==> src/inc/bbct_pkg.sv <==
`default_nettype none
package bbct_pkg;

  // ****************************************
  // widths
  // ****************************************
  localparam int BBCT_TOT_W = 12;
  localparam int BBCT_BUS_W = 10;

  // ****************************************
  // types
  // ****************************************
  typedef enum logic [3:0] {
    BBCT_OP_FIELD_INVERT,
    BBCT_OP_FIELD_CLEAR,
    BBCT_OP_FIELD_SET,
    BBCT_OP_BRANCH_TAKEN,
    BBCT_OP_DEC_EXPIRED,
    BBCT_OP_DEC_LIVE,
    BBCT_OP_CALL_COPY,
    BBCT_OP_CALL_NOCOPY,
    BBCT_OP_JUMP,
    BBCT_OP_JUMP_SUB,
    BBCT_OP_TWO_BOUND,
    BBCT_OP_SINGLE_BOUND,
    BBCT_OP_LOAD_EA,
    BBCT_OP_PUSH_EA
  } bbct_op_t;

  // where the instruction words come from
  typedef enum logic [1:0] {
    BBCT_SRC_OVERLAP,
    BBCT_SRC_CACHE,
    BBCT_SRC_EXTERNAL
  } bbct_src_t;

  typedef struct packed {
    logic [BBCT_TOT_W-1:0] total;
    logic [BBCT_BUS_W-1:0] rd;
    logic [BBCT_BUS_W-1:0] pf;
    logic [BBCT_BUS_W-1:0] wr;
  } bbct_time_t;

  // width 0 stands for a 32-bit field
  typedef struct packed {
    bbct_op_t op;
    bbct_src_t src;
    logic mem;
    logic [2:0] bit_off;
    logic [5:0] width;
    logic [7:0] ea_time;
    logic [7:0] n;
  } bbct_req_t;

  function automatic bbct_time_t bbct_mk(int t, int r, int p, int w);
    bbct_time_t v;
    v.total = BBCT_TOT_W'(t);
    v.rd = BBCT_BUS_W'(r);
    v.pf = BBCT_BUS_W'(p);
    v.wr = BBCT_BUS_W'(w);
    return v;
  endfunction

  // does the field reach into a fifth byte
  function automatic logic bbct_five_bytes(logic [2:0] off,
                                           logic [5:0] width);
    logic [6:0] w;
    w = (width == 6'h00) ? 7'h20 : {1'b0, width};
    return ({4'h0, off} + w) > 7'h20;
  endfunction

  // ****************************************
  // base durations: best, cache, worst
  // ****************************************
  localparam bbct_time_t BBCT_T_FLD_REG [3] =
    '{bbct_mk(9, 0, 0, 0), bbct_mk(12, 0, 0, 0), bbct_mk(12, 0, 1, 0)};
  localparam bbct_time_t BBCT_T_FLD_MEM4 [3] =
    '{bbct_mk(16, 1, 0, 1), bbct_mk(16, 1, 0, 1), bbct_mk(16, 1, 1, 1)};
  localparam bbct_time_t BBCT_T_FLD_MEM5 [3] =
    '{bbct_mk(24, 2, 0, 2), bbct_mk(24, 2, 0, 2), bbct_mk(24, 2, 1, 2)};
  localparam bbct_time_t BBCT_T_BR_TAKEN [3] =
    '{bbct_mk(3, 0, 0, 0), bbct_mk(6, 0, 0, 0), bbct_mk(9, 0, 2, 0)};
  localparam bbct_time_t BBCT_T_DEC_EXP [3] =
    '{bbct_mk(7, 0, 0, 0), bbct_mk(10, 0, 0, 0), bbct_mk(10, 0, 3, 0)};
  localparam bbct_time_t BBCT_T_DEC_LIVE [3] =
    '{bbct_mk(3, 0, 0, 0), bbct_mk(6, 0, 0, 0), bbct_mk(9, 0, 2, 0)};
  localparam bbct_time_t BBCT_T_CALL_COPY [3] =
    '{bbct_mk(63, 7, 0, 8), bbct_mk(65, 7, 0, 8), bbct_mk(71, 7, 2, 8)};
  localparam bbct_time_t BBCT_T_CALL_NOCOPY [3] =
    '{bbct_mk(48, 5, 0, 8), bbct_mk(50, 5, 0, 8), bbct_mk(56, 5, 2, 8)};
  localparam bbct_time_t BBCT_T_JUMP [3] =
    '{bbct_mk(1, 0, 0, 0), bbct_mk(4, 0, 0, 0), bbct_mk(7, 0, 2, 0)};
  localparam bbct_time_t BBCT_T_JUMP_SUB [3] =
    '{bbct_mk(3, 0, 0, 1), bbct_mk(5, 0, 0, 1), bbct_mk(11, 0, 2, 1)};
  localparam bbct_time_t BBCT_T_TWO_BOUND [3] =
    '{bbct_mk(16, 2, 0, 0), bbct_mk(18, 2, 0, 0), bbct_mk(18, 2, 1, 0)};
  localparam bbct_time_t BBCT_T_ONE_BOUND [3] =
    '{bbct_mk(8, 0, 0, 0), bbct_mk(8, 0, 0, 0), bbct_mk(8, 0, 1, 0)};
  localparam bbct_time_t BBCT_T_LOAD_EA [3] =
    '{bbct_mk(2, 0, 0, 0), bbct_mk(2, 0, 0, 0), bbct_mk(3, 0, 1, 0)};
  localparam bbct_time_t BBCT_T_PUSH_EA [3] =
    '{bbct_mk(3, 0, 0, 1), bbct_mk(5, 0, 0, 1), bbct_mk(6, 0, 1, 1)};

  // per operand transfer of a stack-copying call
  localparam int BBCT_CALL_N_CLK = 6;

endpackage
`default_nettype wire

==> src/design/bbct_sequencer.sv <==
`default_nettype none
// Function
// - totals include read, prefetch, write cycles
// - five-byte field takes two operand cycles
// - field within four bytes: one cycle
// - memory field ops 16 or 24 clocks
// - taken branch 3, 6 or 9
// - expired decrement branch 7, 10, 10
// - live decrement branch 3, 6, 9
// - copying module call 63, 65, 71 plus 6n
// - plain module call 48, 50, 56
// - jumps add jump address time
// - two-bound check 16, 18, 18, plus address time
// - address loads add address time
// - single-bound check 8 plus address time
module bbct_sequencer (
  // clock and reset
  input wire logic core_clk,
  input wire logic rstn,
  // request
  input wire logic req_valid,
  output logic req_ready,
  input wire bbct_pkg::bbct_req_t req,
  // result
  output logic busy,
  output logic done,
  output bbct_pkg::bbct_time_t result_reg,
  // bus cycle slots
  output logic slot_rd,
  output logic slot_pf,
  output logic slot_wr
);
  import bbct_pkg::*;

  // ****************************************
  // state
  // ****************************************
  typedef enum logic [1:0] {
    BBCT_S_IDLE,
    BBCT_S_LOOK,
    BBCT_S_RUN
  } bbct_state_t;

  bbct_state_t state_reg;
  bbct_state_t state_next;
  bbct_time_t base;
  bbct_time_t sum_next;
  logic [7:0] ea_reg;
  logic [7:0] n_reg;
  logic add_n_reg;
  logic accept;
  logic five;
  logic last;
  logic [BBCT_TOT_W-1:0] remain;
  logic [BBCT_TOT_W-1:0] idx;

  assign accept = req_valid && req_ready;
  assign req_ready = (state_reg == BBCT_S_IDLE);
  assign busy = (state_reg != BBCT_S_IDLE);

  // span over 32 bits from byte start
  assign five = bbct_five_bytes(req.bit_off, req.width);

  // ****************************************
  // lookup and cycle count
  // ****************************************
  bbct_table u_table (
    .core_clk(core_clk),
    .rstn(rstn),
    .load(accept),
    .op(req.op),
    .src(req.src),
    .mem(req.mem),
    .five(five),
    .base_reg(base)
  );

  bbct_counter u_count (
    .core_clk(core_clk),
    .rstn(rstn),
    .load(state_reg == BBCT_S_LOOK),
    .load_val(sum_next.total),
    .remain_reg(remain),
    .last(last)
  );

  always_ff @(posedge core_clk or negedge rstn) begin
    if (!rstn) begin
      ea_reg <= '0;
      n_reg <= '0;
      add_n_reg <= 1'b0;
    end else if (accept) begin
      // added address time, never below one clock total
      ea_reg <= req.ea_time;
      n_reg <= req.n;
      add_n_reg <= (req.op == BBCT_OP_CALL_COPY);
    end
  end

  // sum built from the table plus extras
  always_comb begin
    sum_next = base;
    // address time on every form that takes one
    sum_next.total = base.total + BBCT_TOT_W'(ea_reg);
    if (add_n_reg) begin
      // six clocks, one read, one write per transfer
      sum_next.total = sum_next.total
                     + BBCT_TOT_W'(BBCT_CALL_N_CLK * int'(n_reg));
      sum_next.rd = base.rd + BBCT_BUS_W'(n_reg);
      sum_next.wr = base.wr + BBCT_BUS_W'(n_reg);
    end
  end

  // ****************************************
  // sequencing
  // ****************************************
  always_comb begin
    state_next = state_reg;
    unique case (state_reg)
      BBCT_S_IDLE: if (accept) state_next = BBCT_S_LOOK;
      BBCT_S_LOOK: state_next = BBCT_S_RUN;
      BBCT_S_RUN: if (last) state_next = BBCT_S_IDLE;
    endcase
  end

  always_ff @(posedge core_clk or negedge rstn) begin
    if (!rstn) begin
      state_reg <= BBCT_S_IDLE;
    end else begin
      state_reg <= state_next;
    end
  end

  always_ff @(posedge core_clk or negedge rstn) begin
    if (!rstn) begin
      result_reg <= '0;
    end else if (state_reg == BBCT_S_LOOK) begin
      result_reg <= sum_next;
    end
  end

  assign done = (state_reg == BBCT_S_RUN) && last;

  // reads lead, prefetches follow, writes close the run
  assign idx = result_reg.total - remain;
  always_comb begin
    slot_rd = 1'b0;
    slot_pf = 1'b0;
    slot_wr = 1'b0;
    if (state_reg == BBCT_S_RUN) begin
      if (idx < BBCT_TOT_W'(result_reg.rd)) begin
        slot_rd = 1'b1;
      end else if (idx < BBCT_TOT_W'(result_reg.rd + result_reg.pf)) begin
        slot_pf = 1'b1;
      end
      // writes sit at the tail so read data is back first
      if (remain <= BBCT_TOT_W'(result_reg.wr)) begin
        slot_wr = 1'b1;
      end
    end
  end

  // ****************************************
  // checks
  // ****************************************
  logic [BBCT_TOT_W-1:0] run_cyc;
  logic [BBCT_BUS_W-1:0] rd_cnt;
  logic [BBCT_BUS_W-1:0] pf_cnt;
  logic [BBCT_BUS_W-1:0] wr_cnt;

  always_ff @(posedge core_clk or negedge rstn) begin
    if (!rstn) begin
      run_cyc <= '0;
      rd_cnt <= '0;
      pf_cnt <= '0;
      wr_cnt <= '0;
    end else if (state_reg != BBCT_S_RUN) begin
      run_cyc <= '0;
      rd_cnt <= '0;
      pf_cnt <= '0;
      wr_cnt <= '0;
    end else begin
      run_cyc <= run_cyc + BBCT_TOT_W'(1);
      rd_cnt <= rd_cnt + BBCT_BUS_W'(slot_rd);
      pf_cnt <= pf_cnt + BBCT_BUS_W'(slot_pf);
      wr_cnt <= wr_cnt + BBCT_BUS_W'(slot_wr);
    end
  end

  a_run_length: assert property (
    @(posedge core_clk) disable iff (!rstn)
    done |-> (run_cyc + BBCT_TOT_W'(1)) == result_reg.total)
    else $error("run length differs from reported total");

  a_slot_counts: assert property (
    @(posedge core_clk) disable iff (!rstn)
    done |-> (rd_cnt + BBCT_BUS_W'(slot_rd)) == result_reg.rd
          && (pf_cnt + BBCT_BUS_W'(slot_pf)) == result_reg.pf
          && (wr_cnt + BBCT_BUS_W'(slot_wr)) == result_reg.wr)
    else $error("bus slot counts differ from reported split");

  a_five_byte: assert property (
    @(posedge core_clk) disable iff (!rstn)
    accept && req.mem && req.op == BBCT_OP_FIELD_SET && five
    |-> ##2 result_reg.rd == BBCT_BUS_W'(2))
    else $error("five-byte field not read twice");

  a_four_byte: assert property (
    @(posedge core_clk) disable iff (!rstn)
    accept && req.mem && req.op == BBCT_OP_FIELD_CLEAR
    && req.width == 6'h00 && req.bit_off == 3'h0
    |-> ##2 result_reg.rd == BBCT_BUS_W'(1))
    else $error("aligned 32-bit field not read once");

  a_field_total: assert property (
    @(posedge core_clk) disable iff (!rstn)
    accept && req.mem && req.op == BBCT_OP_FIELD_INVERT && five
    |-> ##2 result_reg.total
        == BBCT_TOT_W'(24) + BBCT_TOT_W'($past(req.ea_time, 2)))
    else $error("five-byte field invert not 24 plus address");

  a_branch_worst: assert property (
    @(posedge core_clk) disable iff (!rstn)
    accept && req.op == BBCT_OP_BRANCH_TAKEN
    && req.src == BBCT_SRC_EXTERNAL && req.ea_time == 8'h00
    |-> ##2 result_reg.total == BBCT_TOT_W'(9)
        && result_reg.pf == BBCT_BUS_W'(2) ##9 !busy)
    else $error("taken branch worst case not 9 clocks");

  a_dec_expired: assert property (
    @(posedge core_clk) disable iff (!rstn)
    accept && req.op == BBCT_OP_DEC_EXPIRED
    && req.src == BBCT_SRC_OVERLAP && req.ea_time == 8'h00
    |-> ##2 busy [*7] ##1 !busy)
    else $error("expired decrement branch not 7 clocks");

  a_dec_live: assert property (
    @(posedge core_clk) disable iff (!rstn)
    accept && req.op == BBCT_OP_DEC_LIVE
    && req.src == BBCT_SRC_EXTERNAL && req.ea_time == 8'h00
    |-> ##2 result_reg.total == BBCT_TOT_W'(9)
        && result_reg.pf == BBCT_BUS_W'(2))
    else $error("live decrement branch worst case not 9");

  a_call_copy: assert property (
    @(posedge core_clk) disable iff (!rstn)
    accept && req.op == BBCT_OP_CALL_COPY && req.src == BBCT_SRC_OVERLAP
    |-> ##2 result_reg.total == BBCT_TOT_W'(63)
          + BBCT_TOT_W'(6 * int'($past(req.n, 2)))
          + BBCT_TOT_W'($past(req.ea_time, 2))
        && result_reg.rd == BBCT_BUS_W'(7) + BBCT_BUS_W'($past(req.n, 2)))
    else $error("copying call duration wrong");

  a_call_nocopy: assert property (
    @(posedge core_clk) disable iff (!rstn)
    accept && req.op == BBCT_OP_CALL_NOCOPY && req.src == BBCT_SRC_CACHE
    |-> ##2 result_reg.total
        == BBCT_TOT_W'(50) + BBCT_TOT_W'($past(req.ea_time, 2))
        && result_reg.rd == BBCT_BUS_W'(5)
        && result_reg.wr == BBCT_BUS_W'(8))
    else $error("plain call cache case wrong");

  a_one_bound: assert property (
    @(posedge core_clk) disable iff (!rstn)
    accept && req.op == BBCT_OP_SINGLE_BOUND
    |-> ##2 result_reg.total
        == BBCT_TOT_W'(8) + BBCT_TOT_W'($past(req.ea_time, 2)))
    else $error("single-bound check base not 8");

  a_jump_best: assert property (
    @(posedge core_clk) disable iff (!rstn)
    accept && req.op == BBCT_OP_JUMP && req.src == BBCT_SRC_OVERLAP
    |-> ##2 result_reg.total
        == BBCT_TOT_W'(1) + BBCT_TOT_W'($past(req.ea_time, 2)))
    else $error("jump best case not 1 plus address");

  a_jump_sub: assert property (
    @(posedge core_clk) disable iff (!rstn)
    accept && req.op == BBCT_OP_JUMP_SUB && req.src == BBCT_SRC_EXTERNAL
    |-> ##2 result_reg.total
        == BBCT_TOT_W'(11) + BBCT_TOT_W'($past(req.ea_time, 2))
        && result_reg.pf == BBCT_BUS_W'(2)
        && result_reg.wr == BBCT_BUS_W'(1))
    else $error("subroutine jump worst case wrong");

  a_two_bound: assert property (
    @(posedge core_clk) disable iff (!rstn)
    accept && req.op == BBCT_OP_TWO_BOUND && req.src == BBCT_SRC_OVERLAP
    |-> ##2 result_reg.total
        == BBCT_TOT_W'(16) + BBCT_TOT_W'($past(req.ea_time, 2))
        && result_reg.rd == BBCT_BUS_W'(2))
    else $error("two-bound check best case wrong");

  a_push_address: assert property (
    @(posedge core_clk) disable iff (!rstn)
    accept && req.op == BBCT_OP_PUSH_EA && req.src == BBCT_SRC_OVERLAP
    |-> ##2 result_reg.total
        == BBCT_TOT_W'(3) + BBCT_TOT_W'($past(req.ea_time, 2))
        && result_reg.wr == BBCT_BUS_W'(1))
    else $error("address push best case wrong");

  a_branch_cache: assert property (
    @(posedge core_clk) disable iff (!rstn)
    accept && req.op == BBCT_OP_BRANCH_TAKEN
    && req.src == BBCT_SRC_CACHE && req.ea_time == 8'h00
    |-> ##2 result_reg.total == BBCT_TOT_W'(6)
        && result_reg.pf == BBCT_BUS_W'(0))
    else $error("taken branch cache case not 6 clocks");

endmodule
`default_nettype wire

==> src/design/bbct_table.sv <==
`default_nettype none
module bbct_table (
  // clock and reset
  input wire logic core_clk,
  input wire logic rstn,
  // lookup
  input wire logic load,
  input wire bbct_pkg::bbct_op_t op,
  input wire bbct_pkg::bbct_src_t src,
  input wire logic mem,
  input wire logic five,
  output bbct_pkg::bbct_time_t base_reg
);
  import bbct_pkg::*;

  bbct_time_t base_next;
  int idx;

  always_comb begin
    idx = (src == BBCT_SRC_OVERLAP) ? 0 : (src == BBCT_SRC_CACHE) ? 1 : 2;
    base_next = BBCT_T_JUMP[idx];
    unique case (op)
      BBCT_OP_FIELD_INVERT, BBCT_OP_FIELD_CLEAR, BBCT_OP_FIELD_SET: begin
        if (!mem) base_next = BBCT_T_FLD_REG[idx];
        else if (five) base_next = BBCT_T_FLD_MEM5[idx];
        else base_next = BBCT_T_FLD_MEM4[idx];
      end
      BBCT_OP_BRANCH_TAKEN: base_next = BBCT_T_BR_TAKEN[idx];
      BBCT_OP_DEC_EXPIRED: base_next = BBCT_T_DEC_EXP[idx];
      BBCT_OP_DEC_LIVE: base_next = BBCT_T_DEC_LIVE[idx];
      BBCT_OP_CALL_COPY: base_next = BBCT_T_CALL_COPY[idx];
      BBCT_OP_CALL_NOCOPY: base_next = BBCT_T_CALL_NOCOPY[idx];
      BBCT_OP_JUMP: base_next = BBCT_T_JUMP[idx];
      BBCT_OP_JUMP_SUB: base_next = BBCT_T_JUMP_SUB[idx];
      BBCT_OP_TWO_BOUND: base_next = BBCT_T_TWO_BOUND[idx];
      BBCT_OP_SINGLE_BOUND: base_next = BBCT_T_ONE_BOUND[idx];
      BBCT_OP_LOAD_EA: base_next = BBCT_T_LOAD_EA[idx];
      BBCT_OP_PUSH_EA: base_next = BBCT_T_PUSH_EA[idx];
      default: base_next = BBCT_T_JUMP[idx];
    endcase
  end

  always_ff @(posedge core_clk or negedge rstn) begin
    if (!rstn) begin
      base_reg <= '0;
    end else if (load) begin
      base_reg <= base_next;
    end
  end

endmodule
`default_nettype wire

==> src/design/bbct_counter.sv <==
`default_nettype none
module bbct_counter (
  // clock and reset
  input wire logic core_clk,
  input wire logic rstn,
  // control
  input wire logic load,
  input wire logic [bbct_pkg::BBCT_TOT_W-1:0] load_val,
  // state
  output logic [bbct_pkg::BBCT_TOT_W-1:0] remain_reg,
  output logic last
);
  import bbct_pkg::*;

  assign last = (remain_reg == BBCT_TOT_W'(1));

  always_ff @(posedge core_clk or negedge rstn) begin
    if (!rstn) begin
      remain_reg <= '0;
    end else if (load) begin
      remain_reg <= load_val;
    end else if (remain_reg != '0) begin
      remain_reg <= remain_reg - BBCT_TOT_W'(1);
    end
  end

endmodule
`default_nettype wire

==> config.mk <==
export PLATFORM = sky130hd
export DESIGN_NAME = bbct_sequencer
export DESIGN_NICKNAME = d
export VERILOG_FILES = /design/src/inc/bbct_pkg.sv /design/src/design/bbct_sequencer.sv /design/src/design/bbct_table.sv /design/src/design/bbct_counter.sv
export SDC_FILE = /design/constraint.sdc
export NUM_CORES = 1
export LEC_CHECK = 0
export ABC_AREA = 1
export ABC_CLOCK_PERIOD_IN_PS = 2400
export BUFFER_PORTS_ARGS = -buffer_cell sky130_fd_sc_hd__buf_4
export CAP_MARGIN = 5
export CORE_UTILIZATION = 54
export DETAILED_ROUTE_END_ITERATION = 7
export GPL_ROUTABILITY_DRIVEN = 0
export PLACE_DENSITY = 0.89
export SETUP_SLACK_MARGIN = 0.5
export SYNTH_ARGS = -nofsm -noshare
export SYNTH_HDL_FRONTEND = slang
export SYNTH_SLANG_ARGS = --single-unit
==> constraint.sdc <==
create_clock -name core_clk -period 2.4 [get_ports core_clk]
set_input_delay 0.12 -clock core_clk [delete_from_list [all_inputs] [get_ports core_clk]]
set_output_delay 0.12 -clock core_clk [all_outputs]
set_load 0.01 [all_outputs]
# --- After elaboration in Yosys (flattened, before gate mapping) ---
# Cells that the tools add are included.
totals:
  n_memories: 0
  romBits: 0
  word_cells: 117
  latchBits: 0
  ram_bits: 0
  regBits: 115
classes:
  eq_ne: 18
  mux: 59
  shifts: 0
  mul: 1
  div: 0
  add_sub_neg: 8
  n_lt_le_gt_ge: 5
  bitwise: 1
  n_reduce_logical: 12
op_table:
  columns: ["op", "count"]
  rows:
  - ["$mux W42", 28]
  - ["$bmux W42 S2", 13]
  - ["$pmux W42 S10", 1]
  - ["$ge A32 B3 Y1 const B", 1]
  - ["$mux W32", 1]
  - ["$not A32 Y32", 1]
  - ["$mux W12", 2]
  - ["$mux W22", 1]
  - ["$add A10 B8 Y10", 2]
  - ["$eq A4 B4 Y1 const B", 5]
  - ["$eq A4 B3 Y1 const B", 4]
  - ["$add A12 B11 Y12", 1]
  - ["$add A12 B8 Y12", 1]
  - ["$eq A12 B1 Y1 const B", 1]
  - ["$le A12 B10 Y1", 1]
  - ["$lt A12 B10 Y1", 1]
  - ["$lt A12 B11 Y1", 1]
  - ["$reduce_bool A12 Y1", 1]
  - ["$sub A12 B1 Y12 const B", 1]
  - ["$sub A12 B12 Y12", 1]
  - ["$add A10 B10 Y11", 1]
  - ["$mul A2 B8 Y10 const A", 1]
  - ["$mux W10", 1]
  - ["$eq A4 B2 Y1 const B", 2]
  - ["other kinds (19)", 31]

# --- Longest topological paths before layout ---
depth:
  depth_word: 10
  ltp_mapped: 19

# --- Cells and area by module ---
# From an unflattened synthesis, not the netlist that was laid out.
unflattened:
  cells_unflattened: 1266
  hier_area_um2: 8598.2
modules_own_cells:
  columns: ["mod", "n_inst", "cells_per_inst", "area_per_inst_um2", "seq_area_each_um2"]
  rows:
  - ["bbct_sequencer", 1, 958, 6561.3, 1526.5]
  - ["bbct_table", 1, 179, 1151.1, 350.3]
  - ["bbct_counter", 1, 129, 885.8, 300.3]

# --- Worst setup path after synthesis ---
# Ideal clock, no wire load.
synth_path:
  path_type: "register to register"
  startpoint: "register n_reg[0]"
  endpoint: "register u_count.remain_reg[11] (netlist bit)"
  arrival_time_ns: 2.581
  path_slack_ns: -0.259
  setup_time_ns: 0.077
  path_stages_with_launch: 16
  cell_sequence: "dfrtp_1 ha_1 inv_1 fa_1 o21ai_0 nand2_1 nand2_1 a21oi_1 xor2_1 ha_1 inv_1 o21ai_0 nand3_1 nand4_1 nand2_1 a21oi_1"
synth_via:
  elab_chain_cells: 4
synth_rtl:
  columns: ["element", "line", "source"]
  rows:
  - ["from (decl)", "bbct_sequencer.sv:49", "logic [7:0] n_reg;"]
  - ["from (signal assigned)", "bbct_sequencer.sv:95", "n_reg <= req.n;"]
  - ["$mul A2 B8 Y10", "bbct_sequencer.sv:108", "+ BBCT_TOT_W'(BBCT_CALL_N_CLK * int'(n_reg));"]
  - ["$add A12 B11 Y12", "bbct_sequencer.sv:108", null]
  - ["$mux W22", "bbct_sequencer.sv:105", "if (add_n_reg) begin"]
  - ["$mux W12", "bbct_counter.sv:20", "end else if (load) begin"]
  - ["to (signal assigned)", "bbct_counter.sv:21", "remain_reg <= load_val;"]
  - ["to (signal assigned)", "bbct_counter.sv:23", "remain_reg <= remain_reg - BBCT_TOT_W'(1);"]
  - ["to (decl)", "bbct_counter.sv:10", "output logic [bbct_pkg::BBCT_TOT_W-1:0] remain_reg,"]
# No other way between the ends.
# A chain may end at the register's enable or synchronous reset.

# --- Final worst setup path ---
layout_path:
  startpoint: "register n_reg[3]"
  endpoint: "register u_count.remain_reg[10] (netlist bit)"
# Same word-level chain as after synthesis.

==> key figures <==
Synth
  • Seq/Total Area, Yosys: 28.4%
  • Post-synthesis xor/xnor area fraction: slightly below 3%
  • Multiplexer share of the synthesized area: 0%
  • Largest cells by area after synthesis: dfrtp_1, ha_1, nand2_1, inv_1, a21oi_1
  • Most common cell in the synthesized netlist: nand2_1
  • Cells after Synth: 982
  • Yosys warnings: 0
  • Synth async-reset ratio: 100%
  • Post-synthesis adder-cell area fraction: between 10% and 20%
  • Syn avg cell area: 7.08 um^2
  • Number of synthesized flops with an enable pin: 0
  • List of most frequent post-synthesis cells: nand2_1, inv_1, ha_1, dfrtp_1, a21oi_1
  • Largest family of logic cells by synthesized area: simple AND/OR/NAND/NOR gates
  • Main synth FF type: dfrtp_1
  • Fraction of the mapped netlist area in simple logic gates: 26.1%
  • Seq cells post-synth: 79
  • Distinct cells, synth: 47
  • Cell taking the most area after synthesis: dfrtp_1
  • Proportion of netlist area held by the largest area contributor: between 20% and 30%
  • Compound-Gate Fraction of Synth Area: 14.1%
  • Mapped cell area: 0.00695 mm^2

Timing
  • Final worst-path cycle share: 137%
  • Fin. Hold Viols: 3
  • Slew HR: 51.3%
  • F_max: 305 MHz
  • # setup viols final: 23
  • Final clock skew: 0.0101 ns
  • Worst Max-Slew Pin Slew: 0.730 ns
  • Slew Limit Fails: 0
  • WHS: -0.0344 ns
  • Setup ws final: -0.882 ns
  • RSZ-0062 raised after global routing: true
  • Crit path time final: about 3.3 ns

Critical path
  • Crit path capture type: flop
  • CP cell instances: ha_4 -> a21oi_2 -> o21ai_4 -> nand2_2 -> nand2_2 -> a21oi_4 -> xor2_1 -> ha_1 -> nand2_2 -> a21oi_2 -> nor2_2 -> nand3_1 -> nand2_2 -> nand3_4 -> a21oi_4
  • Max incr delay on CP: approximately 0.46 ns
  • Critical path launch point: n_reg[3]
  • Reg2Reg Launch Point: n_reg[3]
  • Crit-path max FO: 3
  • Crit-path slowest cell: dfrtp_1
  • Worst Setup Start Kind: flop
  • CP required: between 2 and 3 ns
  • Internal reg-to-reg setup slack: -0.88 ns
  • CP delay by family, top: compound AO/OA/AOI/OAI gates
  • Worst Path Arrival: 3.58 ns
  • Worst path bufs/invs: 0
  • Critical path type: reg2reg
  • Most used cell, CP: nand2_2

Min path
  • HP Start: req[10]
  • Hold WC Path Type: in2reg

Cells and area
  • Diode count: 0
  • Largest register FFs: 34
  • Layout area overhead: 45.6%
  • Layout cells sized above 1: 35.8%
  • FILL cells: around 650
  • Multi-input logic area: 0.00530 mm^2
  • Nets: between 1000 and 1500
  • FF+latch area: 0.00198 mm^2
  • Final non-filler cell total: 1366

Clock network
  • Clock net sink count: roughly 80
  • Clk pin slew, worst setup/hold paths: 0.07 ns
  • H-tree Lvls: 3
  • Clock Tree Buf Depth: 2
  • Worst-Skew Late Latency: 0.38 ns
  • CTS buffer count: 9
  • CTS tree: done
  • Root Driver: clkbuf_16

Drt
  • TritonRoute pass-1 iters: 8
  • Vias/cell: 6.48
  • DRC viols: 18
  • DR vias: approximately 9000
  • Starting DRC count in detailed routing: 1264
  • Wire length per cell: 23.6 um
  • Detailed Route WL: approximately 32000 um
  • Antenna-violating nets left: 0

Status
  • Failing checks: DRC, hold timing, setup timing
  • Status: finished, violations left

Placed design
  • Port Buffer Count: 74
  • DP Cell Count: about 1300
  • HPWL Detailed: 16000 um

Floorplan
  • Initial core utilization: 55.3%
  • Die X-Extent: 115 um
  • DIE AREA: 0.0133 mm^2
  • Ports: 83
  • Site row count: 41
  • Die height: 115 um
  • Core Box Area: between 0.01 and 0.015 mm^2

Global route
  • Global-route wire length before repair: 38500 um
  • Global route overflow: 0
  • Pin count of the biggest net entering global routing: 54
  • GRT Total Usage: between 30% and 40%
  • Initial antenna violation count: 1
  • Number of global-route vias before repair: 8123

Job
  • Maxcap violations: 0
-- worst register-to-register path, delay by kind of cell (launching register included) --
family                   cells  cell delay (ns)
flip-flops                   1             0.46
XOR/XNOR                     1             0.25
AND/OR/NAND/NOR              7             0.86
adder cells (fa/ha/maj)      2             0.65
AO/OA/AOI/OAI                5             0.99
-- metrics by stage --
| stage | hold WS, ns | TNS (ns) | setup slack [ns] | util (%) | area [um^2] |
|---|---|---|---|---|---|
| floorplan | -0.176 | -0.000213 | -0.000213 | - | 7200 |
| global placement | 0.203 | -1.23 | -0.336 | 68.0 | 8550 |
| detailed placement | 0.204 | -3.19 | -0.489 | 68.0 | 8550 |
| CTS | 0.000212 | -2.96 | -0.617 | 75.2 | 9460 |
| global route | -0.0107 | -14.46 | -1.05 | 80.6 | 10100 |
| finish | -0.0344 | -11.62 | -0.882 | 80.6 | 10100 |
-- worst paths after layout --
kind,to,cells after the start
setup / recovery,u_count.remain_reg[10],15
hold / removal,ea_reg[2],3
setup reg to reg,u_count.remain_reg[10],15
hold reg to reg,ea_reg[5],2
max in group asynchronous,u_count.remain_reg[7],3
min in group asynchronous,ea_reg[6],2
-- layer usage --
metal / track usage (%) / part of all wire [%]
met5: 0 / 0.37
met4: 28.9 / 11
met3: 6.49 / 13
met2: 63.9 / 44
met1: 42.1 / 32
-- cell families after synthesis --
| group | count (synthesis) |
|---|---|
| buffers and inverters | 183 |
| AND/OR/NAND/NOR | 429 |
| flip-flops | 79 |
| other | 1 |
| XOR/XNOR | 23 |
| adder cells (fa/ha/maj) | 93 |
| AO/OA/AOI/OAI | 174 |
-- layout make-up --
| cell class | instances | area share, % |
|---|---|---|
| tap | 172 | 2.13 |
| inverter | 157 | 5.98 |
| sequential | 79 | 19.6 |
| multi-input combinational | 729 | 52.3 |
| clock buffer | 11 | 2.30 |
| timing repair buffer | 215 | 17.3 |
| clock inverter | 3 | 0.457 |
-- what timing repair did --
| item | CTS | global route |
|---|---|---|
| gates resized for setup | 92 | 126 |
| endpoints found under the setup margin | 33 | 40 |
| endpoints found under the hold margin | 59 | 0 |
| gates cloned | 0 | 0 |
| pin swaps | 65 | 82 |
| buffers inserted | 19 | 16 |
| hold buffers | 9 | 0 |
-- cells in the final DEF, fill, tap and decap left out, types with 11 or more instances in the layout --
cell and count:
a21oi_1 41, a21oi_2 22, buf_4 183, buf_6 20, dfrtp_1 77, ha_1 59, ha_4 22, inv_1 126
inv_2 26, nand2_1 226, nand2_2 30, nand3_1 50, nand3_2 14, nand4_1 15, nor2_1 46, nor2_2 12
o21ai_0 33, o21ai_2 11, xor2_1 13
Power is left out: the tool's default activity adds up to more than one toggle a clock period on the data nets, which glitch-free logic cannot reach.
